--- src/core/jtbs_pkg.sv ---
// package: constants, states and carriers of the test access port
package jtbs_pkg;
    localparam int IR_W = 10;
    localparam int SIG_W = 16;
    localparam int UCODE_W = 32;
    localparam int DR_W = 32;
    localparam int BSR_LEN_DEF = 288;
    localparam int SYNC_STAGES = 3;
    // instruction capture pattern, low two bits fixed at 01
    localparam logic [9:0] IR_CAPTURE = 10'h001;
    localparam logic [9:0] IR_RESET = 10'h059;
    // opcode encodings
    localparam logic [9:0] OP_EXTEST = 10'h000;
    localparam logic [9:0] OP_SAMPLE = 10'h055;
    localparam logic [9:0] OP_IDCODE = 10'h059;
    localparam logic [9:0] OP_USERCODE = 10'h007;
    localparam logic [9:0] OP_SIG_READ = 10'h056;
    localparam logic [9:0] OP_SIG_WRITE = 10'h057;
    localparam logic [9:0] OP_PROG_ENTER = 10'h202;
    localparam logic [9:0] OP_PROG_EXIT = 10'h201;
    localparam logic [9:0] OP_BYPASS = 10'h3FF;
    // identification fields, values arbitrary
    localparam logic [3:0] ID_VERSION = 4'h2;
    localparam logic [15:0] ID_PART = 16'h1234;
    localparam logic [10:0] ID_MAKER = 11'h2A5;
    localparam logic ID_ONE = 1'b1;
    localparam logic [15:0] SIG_RESET = 16'h0000;

    typedef enum logic [3:0] {
        TLR, RTI, SEL_DR, CAP_DR, SH_DR, EX1_DR, PAU_DR, EX2_DR, UPD_DR,
        SEL_IR, CAP_IR, SH_IR, EX1_IR, PAU_IR, EX2_IR, UPD_IR
    } jtbs_tap_t;

    // the three test inputs sampled together
    typedef struct packed {
        logic tck;
        logic tms;
        logic tdi;
    } jtbs_pins_t;
endpackage

--- src/core/jtbs_port.sv ---
// file: boundary-scan and in-system programming test access port
`timescale 1ns/1ns
`default_nettype none

module jtbs_port #(
    parameter int BSR_LEN = jtbs_pkg::BSR_LEN_DEF,
    parameter bit ENHANCED = 1'b1,
    parameter int NUM_IO = 8
) (
    input wire logic ref_clk_i,
    input wire logic nrst_i,
    input wire logic clk_en_i,
    input wire logic jtag_en_i,
    input wire logic tck_i,
    input wire logic tms_i,
    input wire logic tdi_i,
    input wire logic programming_complete_flag_i,
    input wire logic [31:0] usercode_i,
    input wire logic [BSR_LEN-1:0] bsr_capture_i,
    input wire logic [NUM_IO-1:0] user_oe_i,
    output logic tdo_o,
    output logic tdo_oe_o,
    output logic test_pins_user_o,
    output logic prog_active_o,
    output logic io_pullup_o,
    output logic [NUM_IO-1:0] io_oe_o,
    output logic [15:0] user_sig_o,
    output logic [BSR_LEN-1:0] bsr_update_o
);
    localparam logic [31:0] IDCODE_VAL = {jtbs_pkg::ID_VERSION, jtbs_pkg::ID_PART,
                                          jtbs_pkg::ID_MAKER, jtbs_pkg::ID_ONE};

    jtbs_pkg::jtbs_pins_t s1_r, s2_r, s3_r, filt_r, filt_nxt, raw;
    jtbs_pkg::jtbs_tap_t tap_r, tap_nxt;
    logic [9:0] ir_sh_r, ir_r;
    logic [31:0] dr_sh_r;
    logic [BSR_LEN-1:0] bsr_sh_r;
    logic prog_r;
    logic tck_rise, tck_fall;

    function automatic logic is_op(input logic [9:0] ir, input logic [9:0] op);
        return ir == op;
    endfunction

    // three-stage sampling of the slow test pins
    assign raw = '{tck: tck_i, tms: tms_i, tdi: tdi_i};
    always_ff @(posedge ref_clk_i or negedge nrst_i) begin
        if (!nrst_i) begin
            s1_r <= '0;
            s2_r <= '0;
            s3_r <= '0;
        end else if (clk_en_i) begin
            s1_r <= raw;
            s2_r <= s1_r;
            s3_r <= s2_r;
        end
    end

    // a pin change counts only when stages two and three agree
    always_comb begin
        filt_nxt = filt_r;
        if (s2_r.tck == s3_r.tck) filt_nxt.tck = s3_r.tck;
        if (s2_r.tms == s3_r.tms) filt_nxt.tms = s3_r.tms;
        if (s2_r.tdi == s3_r.tdi) filt_nxt.tdi = s3_r.tdi;
    end

    always_ff @(posedge ref_clk_i or negedge nrst_i) begin
        if (!nrst_i) begin
            filt_r <= '0;
        end else if (clk_en_i) begin
            filt_r <= filt_nxt;
        end
    end

    assign tck_rise = clk_en_i & filt_nxt.tck & ~filt_r.tck;
    assign tck_fall = clk_en_i & ~filt_nxt.tck & filt_r.tck;

    always_comb begin
        tap_nxt = tap_r;
        case (tap_r)
            jtbs_pkg::TLR: tap_nxt = filt_nxt.tms ? jtbs_pkg::TLR : jtbs_pkg::RTI;
            jtbs_pkg::RTI: tap_nxt = filt_nxt.tms ? jtbs_pkg::SEL_DR : jtbs_pkg::RTI;
            jtbs_pkg::SEL_DR: tap_nxt = filt_nxt.tms ? jtbs_pkg::SEL_IR : jtbs_pkg::CAP_DR;
            jtbs_pkg::CAP_DR: tap_nxt = filt_nxt.tms ? jtbs_pkg::EX1_DR : jtbs_pkg::SH_DR;
            jtbs_pkg::SH_DR: tap_nxt = filt_nxt.tms ? jtbs_pkg::EX1_DR : jtbs_pkg::SH_DR;
            jtbs_pkg::EX1_DR: tap_nxt = filt_nxt.tms ? jtbs_pkg::UPD_DR : jtbs_pkg::PAU_DR;
            jtbs_pkg::PAU_DR: tap_nxt = filt_nxt.tms ? jtbs_pkg::EX2_DR : jtbs_pkg::PAU_DR;
            jtbs_pkg::EX2_DR: tap_nxt = filt_nxt.tms ? jtbs_pkg::UPD_DR : jtbs_pkg::SH_DR;
            jtbs_pkg::UPD_DR: tap_nxt = filt_nxt.tms ? jtbs_pkg::SEL_DR : jtbs_pkg::RTI;
            jtbs_pkg::SEL_IR: tap_nxt = filt_nxt.tms ? jtbs_pkg::TLR : jtbs_pkg::CAP_IR;
            jtbs_pkg::CAP_IR: tap_nxt = filt_nxt.tms ? jtbs_pkg::EX1_IR : jtbs_pkg::SH_IR;
            jtbs_pkg::SH_IR: tap_nxt = filt_nxt.tms ? jtbs_pkg::EX1_IR : jtbs_pkg::SH_IR;
            jtbs_pkg::EX1_IR: tap_nxt = filt_nxt.tms ? jtbs_pkg::UPD_IR : jtbs_pkg::PAU_IR;
            jtbs_pkg::PAU_IR: tap_nxt = filt_nxt.tms ? jtbs_pkg::EX2_IR : jtbs_pkg::PAU_IR;
            jtbs_pkg::EX2_IR: tap_nxt = filt_nxt.tms ? jtbs_pkg::UPD_IR : jtbs_pkg::SH_IR;
            jtbs_pkg::UPD_IR: tap_nxt = filt_nxt.tms ? jtbs_pkg::SEL_DR : jtbs_pkg::RTI;
            default: tap_nxt = jtbs_pkg::TLR;
        endcase
    end

    // port held in reset while the pins serve the user
    always_ff @(posedge ref_clk_i or negedge nrst_i) begin
        if (!nrst_i) begin
            tap_r <= jtbs_pkg::TLR;
        end else if (clk_en_i && !jtag_en_i) begin
            tap_r <= jtbs_pkg::TLR;
        end else if (tck_rise) begin
            tap_r <= tap_nxt;
        end
    end

    always_ff @(posedge ref_clk_i or negedge nrst_i) begin
        if (!nrst_i) begin
            ir_sh_r <= '0;
            ir_r <= jtbs_pkg::IR_RESET;
        end else if (clk_en_i && (!jtag_en_i || tap_r == jtbs_pkg::TLR)) begin
            ir_r <= jtbs_pkg::IR_RESET;
        end else if (tck_rise) begin
            if (tap_r == jtbs_pkg::CAP_IR) ir_sh_r <= jtbs_pkg::IR_CAPTURE;
            else if (tap_r == jtbs_pkg::SH_IR) ir_sh_r <= {filt_nxt.tdi, ir_sh_r[9:1]};
            else if (tap_r == jtbs_pkg::UPD_IR) ir_r <= ir_sh_r;
        end
    end

    // general data shift, capture by instruction, lsb out first
    always_ff @(posedge ref_clk_i or negedge nrst_i) begin
        if (!nrst_i) begin
            dr_sh_r <= '0;
        end else if (tck_rise && tap_r == jtbs_pkg::CAP_DR) begin
            if (is_op(ir_r, jtbs_pkg::OP_IDCODE)) dr_sh_r <= IDCODE_VAL;
            // user code only on enhanced parts
            else if (ENHANCED && is_op(ir_r, jtbs_pkg::OP_USERCODE)) dr_sh_r <= usercode_i;
            // signature read and write share one path
            else if (is_op(ir_r, jtbs_pkg::OP_SIG_READ) || is_op(ir_r, jtbs_pkg::OP_SIG_WRITE))
                dr_sh_r <= {16'h0000, user_sig_o};
            else dr_sh_r <= '0;
        end else if (tck_rise && tap_r == jtbs_pkg::SH_DR) begin
            dr_sh_r <= {filt_nxt.tdi, dr_sh_r[31:1]};
        end
    end

    // boundary chain, length set by variant
    always_ff @(posedge ref_clk_i or negedge nrst_i) begin
        if (!nrst_i) begin
            bsr_sh_r <= '0;
            bsr_update_o <= '0;
        end else if (tck_rise && (is_op(ir_r, jtbs_pkg::OP_EXTEST) || is_op(ir_r, jtbs_pkg::OP_SAMPLE))) begin
            if (tap_r == jtbs_pkg::CAP_DR) bsr_sh_r <= bsr_capture_i;
            else if (tap_r == jtbs_pkg::SH_DR) bsr_sh_r <= {filt_nxt.tdi, bsr_sh_r[BSR_LEN-1:1]};
            else if (tap_r == jtbs_pkg::UPD_DR) bsr_update_o <= bsr_sh_r;
        end
    end

    always_ff @(posedge ref_clk_i or negedge nrst_i) begin
        if (!nrst_i) begin
            user_sig_o <= jtbs_pkg::SIG_RESET;
        end else if (tck_rise && tap_r == jtbs_pkg::UPD_DR && is_op(ir_r, jtbs_pkg::OP_SIG_WRITE)) begin
            user_sig_o <= dr_sh_r[31:16];
        end
    end

    // programming mode entered and left by instruction; test reset leaves it
    always_ff @(posedge ref_clk_i or negedge nrst_i) begin
        if (!nrst_i) begin
            prog_r <= 1'b0;
        end else if (clk_en_i && (!jtag_en_i || tap_r == jtbs_pkg::TLR)) begin
            prog_r <= 1'b0;
        end else if (tck_rise && tap_r == jtbs_pkg::UPD_IR) begin
            if (ir_sh_r == jtbs_pkg::OP_PROG_ENTER) prog_r <= 1'b1;
            else if (ir_sh_r == jtbs_pkg::OP_PROG_EXIT) prog_r <= 1'b0;
        end
    end

    // tdo changes on the falling test clock, safe for the far sampler
    always_ff @(posedge ref_clk_i or negedge nrst_i) begin
        if (!nrst_i) begin
            tdo_o <= 1'b0;
            tdo_oe_o <= 1'b0;
        end else if (clk_en_i && !jtag_en_i) begin
            tdo_oe_o <= 1'b0;
        end else if (tck_fall) begin
            tdo_oe_o <= (tap_r == jtbs_pkg::SH_DR) || (tap_r == jtbs_pkg::SH_IR);
            if (tap_r == jtbs_pkg::SH_IR) tdo_o <= ir_sh_r[0];
            else if (is_op(ir_r, jtbs_pkg::OP_EXTEST) || is_op(ir_r, jtbs_pkg::OP_SAMPLE)) tdo_o <= bsr_sh_r[0];
            else tdo_o <= dr_sh_r[0];
        end
    end

    // pins released while programming, weak pull-up on
    // no user drive until programming completes, on enhanced parts only
    always_ff @(posedge ref_clk_i or negedge nrst_i) begin
        if (!nrst_i) begin
            io_oe_o <= '0;
            io_pullup_o <= 1'b0;
            prog_active_o <= 1'b0;
            test_pins_user_o <= 1'b0;
        end else if (clk_en_i) begin
            io_oe_o <= (prog_r || (ENHANCED && !programming_complete_flag_i)) ? '0 : user_oe_i;
            io_pullup_o <= prog_r;
            prog_active_o <= prog_r;
            test_pins_user_o <= !jtag_en_i;
        end
    end

    // checks
    property p_ir_cap;
        @(posedge ref_clk_i) disable iff (!nrst_i)
        (tck_rise && tap_r == jtbs_pkg::CAP_IR && jtag_en_i) |=> ir_sh_r == 10'h001;
    endproperty
    a_ir_cap: assert property (p_ir_cap) else $error("instruction capture wrong");
    property p_id_cap;
        @(posedge ref_clk_i) disable iff (!nrst_i)
        (tck_rise && tap_r == jtbs_pkg::CAP_DR && ir_r == jtbs_pkg::OP_IDCODE) |=> dr_sh_r == IDCODE_VAL;
    endproperty
    a_id_cap: assert property (p_id_cap) else $error("id code not captured");
    property p_id_lsb;
        @(posedge ref_clk_i) disable iff (!nrst_i)
        (tck_rise && tap_r == jtbs_pkg::CAP_DR && ir_r == jtbs_pkg::OP_IDCODE) |=> dr_sh_r[0] == 1'b1;
    endproperty
    a_id_lsb: assert property (p_id_lsb) else $error("id code lsb not one");
    property p_shift;
        @(posedge ref_clk_i) disable iff (!nrst_i)
        (tck_rise && tap_r == jtbs_pkg::SH_DR && jtag_en_i) |=> dr_sh_r[30:0] == $past(dr_sh_r[31:1]);
    endproperty
    a_shift: assert property (p_shift) else $error("data shift not lsb first");
    property p_ucode;
        @(posedge ref_clk_i) disable iff (!nrst_i)
        (tck_rise && tap_r == jtbs_pkg::CAP_DR && ir_r == jtbs_pkg::OP_USERCODE && ENHANCED)
        |=> dr_sh_r == $past(usercode_i);
    endproperty
    a_ucode: assert property (p_ucode) else $error("user code not captured");
    property p_sig;
        @(posedge ref_clk_i) disable iff (!nrst_i)
        (tck_rise && tap_r == jtbs_pkg::UPD_DR && ir_r == jtbs_pkg::OP_SIG_WRITE) |=> user_sig_o == $past(dr_sh_r[31:16]);
    endproperty
    a_sig: assert property (p_sig) else $error("signature not written");
    property p_prog_hiz;
        @(posedge ref_clk_i) disable iff (!nrst_i)
        (prog_r && clk_en_i) |=> (io_oe_o == '0) && io_pullup_o;
    endproperty
    a_prog_hiz: assert property (p_prog_hiz) else $error("pins driven while programming");
    property p_done;
        @(posedge ref_clk_i) disable iff (!nrst_i)
        (ENHANCED && !programming_complete_flag_i && clk_en_i) |=> io_oe_o == '0;
    endproperty
    a_done: assert property (p_done) else $error("pins driven before completion");
    property p_user_pins;
        @(posedge ref_clk_i) disable iff (!nrst_i)
        (!jtag_en_i && clk_en_i) |=> tap_r == jtbs_pkg::TLR && !tdo_oe_o && test_pins_user_o;
    endproperty
    a_user_pins: assert property (p_user_pins) else $error("test pins not released");
    property p_exit;
        @(posedge ref_clk_i) disable iff (!nrst_i)
        (tck_rise && jtag_en_i && filt_nxt.tms && tap_r == jtbs_pkg::SH_DR) |=> tap_r == jtbs_pkg::EX1_DR;
    endproperty
    a_exit: assert property (p_exit) else $error("shift exit wrong");
    c_id: cover property (@(posedge ref_clk_i) tap_r == jtbs_pkg::SH_DR && ir_r == jtbs_pkg::OP_IDCODE);
    c_prog: cover property (@(posedge ref_clk_i) prog_r);
    c_sig: cover property (@(posedge ref_clk_i) tap_r == jtbs_pkg::UPD_DR && ir_r == jtbs_pkg::OP_SIG_WRITE);
endmodule

`default_nettype wire

--- config.mk ---
export PLATFORM = sky130hd
export DESIGN_NAME = jtbs_port
export DESIGN_NICKNAME = d
export VERILOG_FILES = /design/src/core/jtbs_pkg.sv /design/src/core/jtbs_port.sv
export SDC_FILE = /design/constraint.sdc
export NUM_CORES = 1
export LEC_CHECK = 0
export ABC_AREA = 1
export CORE_AREA = 2 2 251 253
export DETAILED_ROUTE_END_ITERATION = 12
export DIE_AREA = 0 0 253 255
export DONT_BUFFER_PORTS = 1
export GPL_TIMING_DRIVEN = 0
export PLACE_DENSITY = 0.73
export SLEW_MARGIN = 20
export SYNTH_ARGS = -nofsm -noshare
export SYNTH_HDL_FRONTEND = slang
export SYNTH_SLANG_ARGS = --single-unit
--- constraint.sdc ---
create_clock -name ref_clk_i -period 2 [get_ports ref_clk_i]
set_clock_uncertainty 0.1 [all_clocks]
set_input_delay 0.4 -clock ref_clk_i [delete_from_list [all_inputs] [get_ports ref_clk_i]]
set_output_delay 0.4 -clock ref_clk_i [all_outputs]
set_load 0.02 [all_outputs]
======== Word level (Yosys, flattened, before mapping) ========
Index checks and enable logic that the tools add are counted.
operators by class
  bitwise operators ....................... 10
  reduce and logical (&&, ||, !) cells .... 35
  equality and inequality tests ........... 27
  multiplexer cells ....................... 41
operators by type and width
  kind                    count
  $mux W288               2
  $mux W32                4
  $mux W10                7
  $pmux W4 S12            1
  $eq A10 B7 Y1 const B   4
  $eq A4 B4 Y1 const B    8
  $mux W4                 6
  $eq A10 B10 Y1 const B  2
  $eq A4 B3 Y1 const B    4
  $mux W16                1
  $reduce_bool A2 Y1      8
  $mux W1                 14
  $eq A10 B3 Y1 const B   1
  $logic_not A10 Y1       1
  $eq A4 B2 Y1 const B    2
  $logic_and A1 B1 Y1     8
  $mux W8                 1
  $reduce_and A4 Y1       2
  $mux W2                 3
  $mux W3                 2
  $not A1 Y1              6
  $reduce_and A2 Y1       3
  $logic_or A1 B1 Y1      5
  $and A1 B1 Y1           4
  10 further kinds        14
word-level totals
  output and inout bits ................... 317
  bits of input ports ..................... 336
  register bits after elaboration ......... 673
  logic and storage cells ................. 138

======== Depth between registers and ports, before layout ========
  depth in word-level cells ............... 7
  mapped depth ............................ 11

======== Worst setup path after synthesis ========
Ideal clock, no wire load.
  path kind ............................... reg2reg
  start point ............................. register ir_r[6]
  end point ............................... register bsr_update_o[203]
  cell stages (with the launch flop) ...... 10
  slack ................................... 0.233 ns
  data arrival time ....................... 1.546 ns
  required time ........................... 1.779 ns
  cell sequence ........................... dfstp_2 nand2_1 nor2_8 nand2_1 nand2_2 nand2_2 buf_2 buf_2 nand2_1 o21ai_1
on the way
  longest elaborated chain between the ends .. 4
  elaborated cells on any way between the ends .. 5
  classes of those cells .................. 1 x eq/ne; 4 x reduce/logical
RTL lines
  what                                                       RTL line          text
  start: declaration                                         jtbs_port.sv:35   logic [9:0] ir_sh_r, ir_r;
  start signal: assignment                                   jtbs_port.sv:115  ir_r <= jtbs_pkg::IR_RESET;
  start signal: assignment                                   jtbs_port.sv:117  ir_r <= jtbs_pkg::IR_RESET;
  start signal: assignment                                   jtbs_port.sv:121  else if (tap_r == jtbs_pkg::UPD_IR) ir_r <= ir_sh_r;
  $eq A10 B7 Y1 / $logic_not A10 Y1 (equally long branches)  jtbs_port.sv:42   return ir == op;
  $logic_or A1 B1 Y1 (*)                                     jtbs_port.sv:147  end else if (tck_rise && (is_op(ir_r, jtbs_pkg::OP_EXTEST) || is_op(ir_r, jtbs_pkg::OP_SAMPLE))) begin
  $logic_and A1 B1 Y1 (*)                                    jtbs_port.sv:147
  $reduce_and A4 Y1 (no line) (*)                            n/a
  end signal: assignment                                     jtbs_port.sv:150  else if (tap_r == jtbs_pkg::UPD_DR) bsr_update_o <= bsr_sh_r;
  end: declaration                                           jtbs_port.sv:28   output logic [BSR_LEN-1:0] bsr_update_o
Every way passes the cells marked *; elsewhere a longest branch is shown, timed or not.
A chain may end at the register's enable or synchronous reset.

======== Final worst setup path ========
  start point ............................. register tap_r[2]
  end point ............................... register bsr_sh_r[188]
on the way
  longest elaborated chain between the ends .. 3
  elaborated cells on any way between the ends .. 5
  classes of those cells .................. 2 x eq/ne; 1 x mux; 2 x reduce/logical
RTL lines
  what                                                 RTL line                            text
  start: declaration                                   jtbs_port.sv:34                     jtbs_pkg::jtbs_tap_t tap_r, tap_nxt;
  start signal: assignment                             jtbs_port.sv:104                    tap_r <= jtbs_pkg::TLR;
  start signal: assignment                             jtbs_port.sv:106                    tap_r <= jtbs_pkg::TLR;
  start signal: assignment                             jtbs_port.sv:108                    tap_r <= tap_nxt;
  $eq A4 B2 Y1 / $eq A4 B3 Y1 (equally long branches)  jtbs_port.sv:148, jtbs_port.sv:149
  $reduce_bool A2 Y1 (no line)                         n/a
  $reduce_and A2 Y1 (no line)                          n/a
  end signal: assignment                               jtbs_port.sv:148                    if (tap_r == jtbs_pkg::CAP_DR) bsr_sh_r <= bsr_capture_i;
  end signal: assignment                               jtbs_port.sv:149                    else if (tap_r == jtbs_pkg::SH_DR) bsr_sh_r <= {filt_nxt.tdi, bsr_sh_r[BSR_LEN-1:1]};
  end: declaration                                     jtbs_port.sv:37                     logic [BSR_LEN-1:0] bsr_sh_r;
Parallel ways exist; a longest one is shown, timed or not.

==> summary.md <==
| Metric | Value |
|---|---|
| Run status | `finished, violations left` |
| Failing checks | `hold timing, slew limit, setup timing` |
| Int Power | `between 20 and 25 mW` |
| Avg Synthesized Cell Area | `8.54 µm²` |
| Syn nets | `~3700` |
| Cell Pwr Density | `roughly 760 nW/µm²` |
| DR pass1 iterations | `6` |
| Mapped Cells | `3400` |
| Measured slew at the worst slew-check pin | `roughly 1.9 ns` |
| Routed WL per cell | `about 21 µm` |
| Post-Route Utilization | `0.602` |
| Synth cell types | `33` |
| Routed WL | `97600 µm` |
| Clk sink count | `between 600 and 700` |
| Period utilisation layout | `1.01` |
| Final HPWL DP | `between 60000 and 70000 µm` |
| Sequential area share after synthesis | `0.580` |
| Unrepaired setup endpoints after global routing | `true` |
| Max Freq | `0.494 GHz` |
| Max Slew Vio Count | `between 200 and 300` |
| DR vias/cell | `between 5 and 6` |
| Placed cell areas | `roughly 30000 µm²` |
| CTS tree | `done` |
| Combinational Power Share | `0.031` |
| Final net count | `4179` |
| Flop-to-flop setup slack | `-0.02 ns` |
| MaxCap Viol Count | `0` |
| WS Path Type | `register to register` |
| Commonest non-fill, non-tap cell in the layout | `nand2_1` |
| WP data arrival | `approximately 2.4 ns` |
| Post-route ant nets | `0` |
| Final Hold Vio Count | `between 600 and 700` |
| Vias in the first global route | `~25000` |
| Minimum clock period | `a little over 2 ns` |
| Post-synth EDFFs | `0` |
| First DRT Iteration DRCs | `2814` |
| Critical path endpoint category | `register` |
| Crit Path Max Fanout | `10` |
| # DRC | `0` |
| Met2 Track Usage GR | `0.444` |
| Worst skew pair latency | `between 0.6 and 0.7 ns` |
| Ys flop type | `dfrtp_1` |
| Routed via count | `26419` |
| Total global-route track usage | `0.283` |
| Ranking of synthesized cells by area | `dfrtp_1 58%, nand2_1 13%, o21ai_1 9.9%` |
| Global-route wire length before repair | `144000 µm` |
| Initial antenna violation count | `17` |
| GPL Wtd Cong | `around 0.92` |
| Critical path data required time | `between 2 and 2.5 ns` |
| Largest net degree at the start of global routing | `674` |
| Met3 GRT Util | `0.0930` |
| Inserted Clock Buffers | `74` |
| Crit start category | `register` |
| CTS Buffer Depth | `3` |
| Starting density of the core | `0.467` |
| Root Buffer | `clkbuf_16` |
| Flops & latches, synth | `approximately 670` |
| Leakage | `around 18 nW` |
| Commonest cells after routing, fill and taps aside | `964 x nand2_1, 665 x dfrtp_1, 536 x o21ai_1` |
| Hold buffer count at cts | `around 330` |
| Part of the power in the clock network | `0.485` |
| Area leader, netlist | `dfrtp_1` |
| Cell Area, Synth | `29000 µm²` |
| Yosys warning count | `0` |
| GR peak layer | `met2` |
| Register share of total power | `0.484` |
| FP Rows | `around 90` |
| Clock Pin Slew Worst Setup and Hold Paths | `0.06 ns` |
| Total Power | `28.5 mW` |
| DIE AREA | `roughly 65000 µm²` |
| IO buf count | `0` |
| Die X | `~250 µm` |
| Core area | `62200 µm²` |
| Setup ws final | `-0.0235 ns` |
| Chip Height | `roughly 260 µm` |
| Async S/R FF share, synth | `1.00` |
| Maximum VDD drop | `0.000712 V` |
| Worst Hold Class | `primary input to async pin` |
| GRT overflow | `0` |
| Synth-to-layout area growth | `28.8%` |
| Relative slew slack | `-0.290` |
| Finished Cell Area | `between 30000 and 40000 µm²` |
| Switching pwr | `6.27 mW` |
| Post-synth top area share | `0.577` |
| I/O Pins | `about 650` |
| Finish-stage setup viols | `3` |
| Final hold slack | `-0.623 ns` |
| Met1 Use GR | `0.354` |
| Share of cells above drive strength 1 | `0.129` |
| Sw Share | `0.220` |
| H-Tree Level Count | `3` |
## critical path, cell delays in order, from the launching register on
cell and delay (ns):
dfrtp_2 0.48, nor2_4 0.16, nand2_2 0.10, buf_12 0.18, buf_6 0.17, clkbuf_2 0.20
o21ai_0 0.38, o21ai_2 0.11
## logic make-up after synthesis
kind of cell           count (synthesis)  synth area share
AO/OA/AOI/OAI                        998             0.175
flip-flops                           673             0.580
buffers and inverters                579            0.0909
AND/OR/NAND/NOR                     1150             0.154
## synth_stat cells, types with 7 or more instances
library cell,count
a21oi_1,56
a22oi_1,7
a32o_1,8
buf_2,113
buf_4,26
buf_6,30
clkbuf_1,45
dfrtp_1,669
inv_1,354
nand2_1,1024
nand3_1,55
nor2_1,47
o21ai_0,348
o21ai_1,573
## state kept, by name, summed over array words and instances (netlist names), 4 cells and up
name,count
ir_r,10
dr_sh_r,32
io_oe_o,8
tap_r,4
bsr_sh_r,288
bsr_update_o,288
ir_sh_r,10
user_sig_o,16
## cell type report
type                       count  area [µm²]
antenna                       14        35.0
buffer                       218        1880
clock buffer                 101        2100
clock inverter                28         334
fill                        4913       24800
inverter                     361        1370
multi-input combinational   2150       10100
sequential                   673       16900
tap                          799        1000
timing repair buffer         365        3770
## power by group through the flow
stage,logic [mW],registers (mW),clock network [mW]
2_1_floorplan,0.189,14.0,0
3_3_place_gp,0.237,14.0,0
3_5_place_dp,0.243,14.0,0
4_1_cts,0.831,13.8,13.9
5_1_grt,0.929,13.8,14.5
6_report,0.880,13.8,13.8
## routing by layer
layer  wire (µm)  share of wire  vias up
met1       36900           0.38    12669
met3        9920           0.10      413
met5          83        0.00085        -
met2       45200           0.46     1490
met4        5520          0.057       12
li1            -              -    11835
## repair_timing
| action | CTS | global route |
|---|---|---|
| endpoints found under the hold margin | 1007 | 673 |
| setup endpoints to repair | 624 | 636 |
| pin swaps | 6 | 6 |
| resized for setup | 128 | 270 |
| gates cloned | 0 | 13 |
| buffers inserted | 8 | 14 |
## worst paths after layout
kind / start / end / cells past startpoint
min in group ref_clk_i: clk_en_i / io_oe_o[3] / 2
max in group asynchronous: nrst_i / tap_r[0] / 0
worst max register to register: tap_r[2] / bsr_sh_r[188] / 7
worst min register to register: s1_r[2] / s1_r[2] / 2
worst min-delay path: nrst_i / bsr_update_o[142] / 0
worst max-delay path: tap_r[2] / bsr_sh_r[188] / 7
## per-stage QoR
stage | setup slack, ns | hold slack, ns | std cells | TNS (ns)
2_1_floorplan | 0.233 | 0.00441 | 3400 | 0
3_3_place_gp | -0.439 | 0.0153 | 4199 | -179.77
3_5_place_dp | -0.469 | 0.0120 | 4199 | -180.62
4_1_cts | 0.000268 | -0.653 | 4668 | 0
5_1_grt | -0.101 | -0.654 | 4705 | -3.70
6_report | -0.0235 | -0.623 | 4709 | -0.0499
Power figures use the tool's default switching activity.
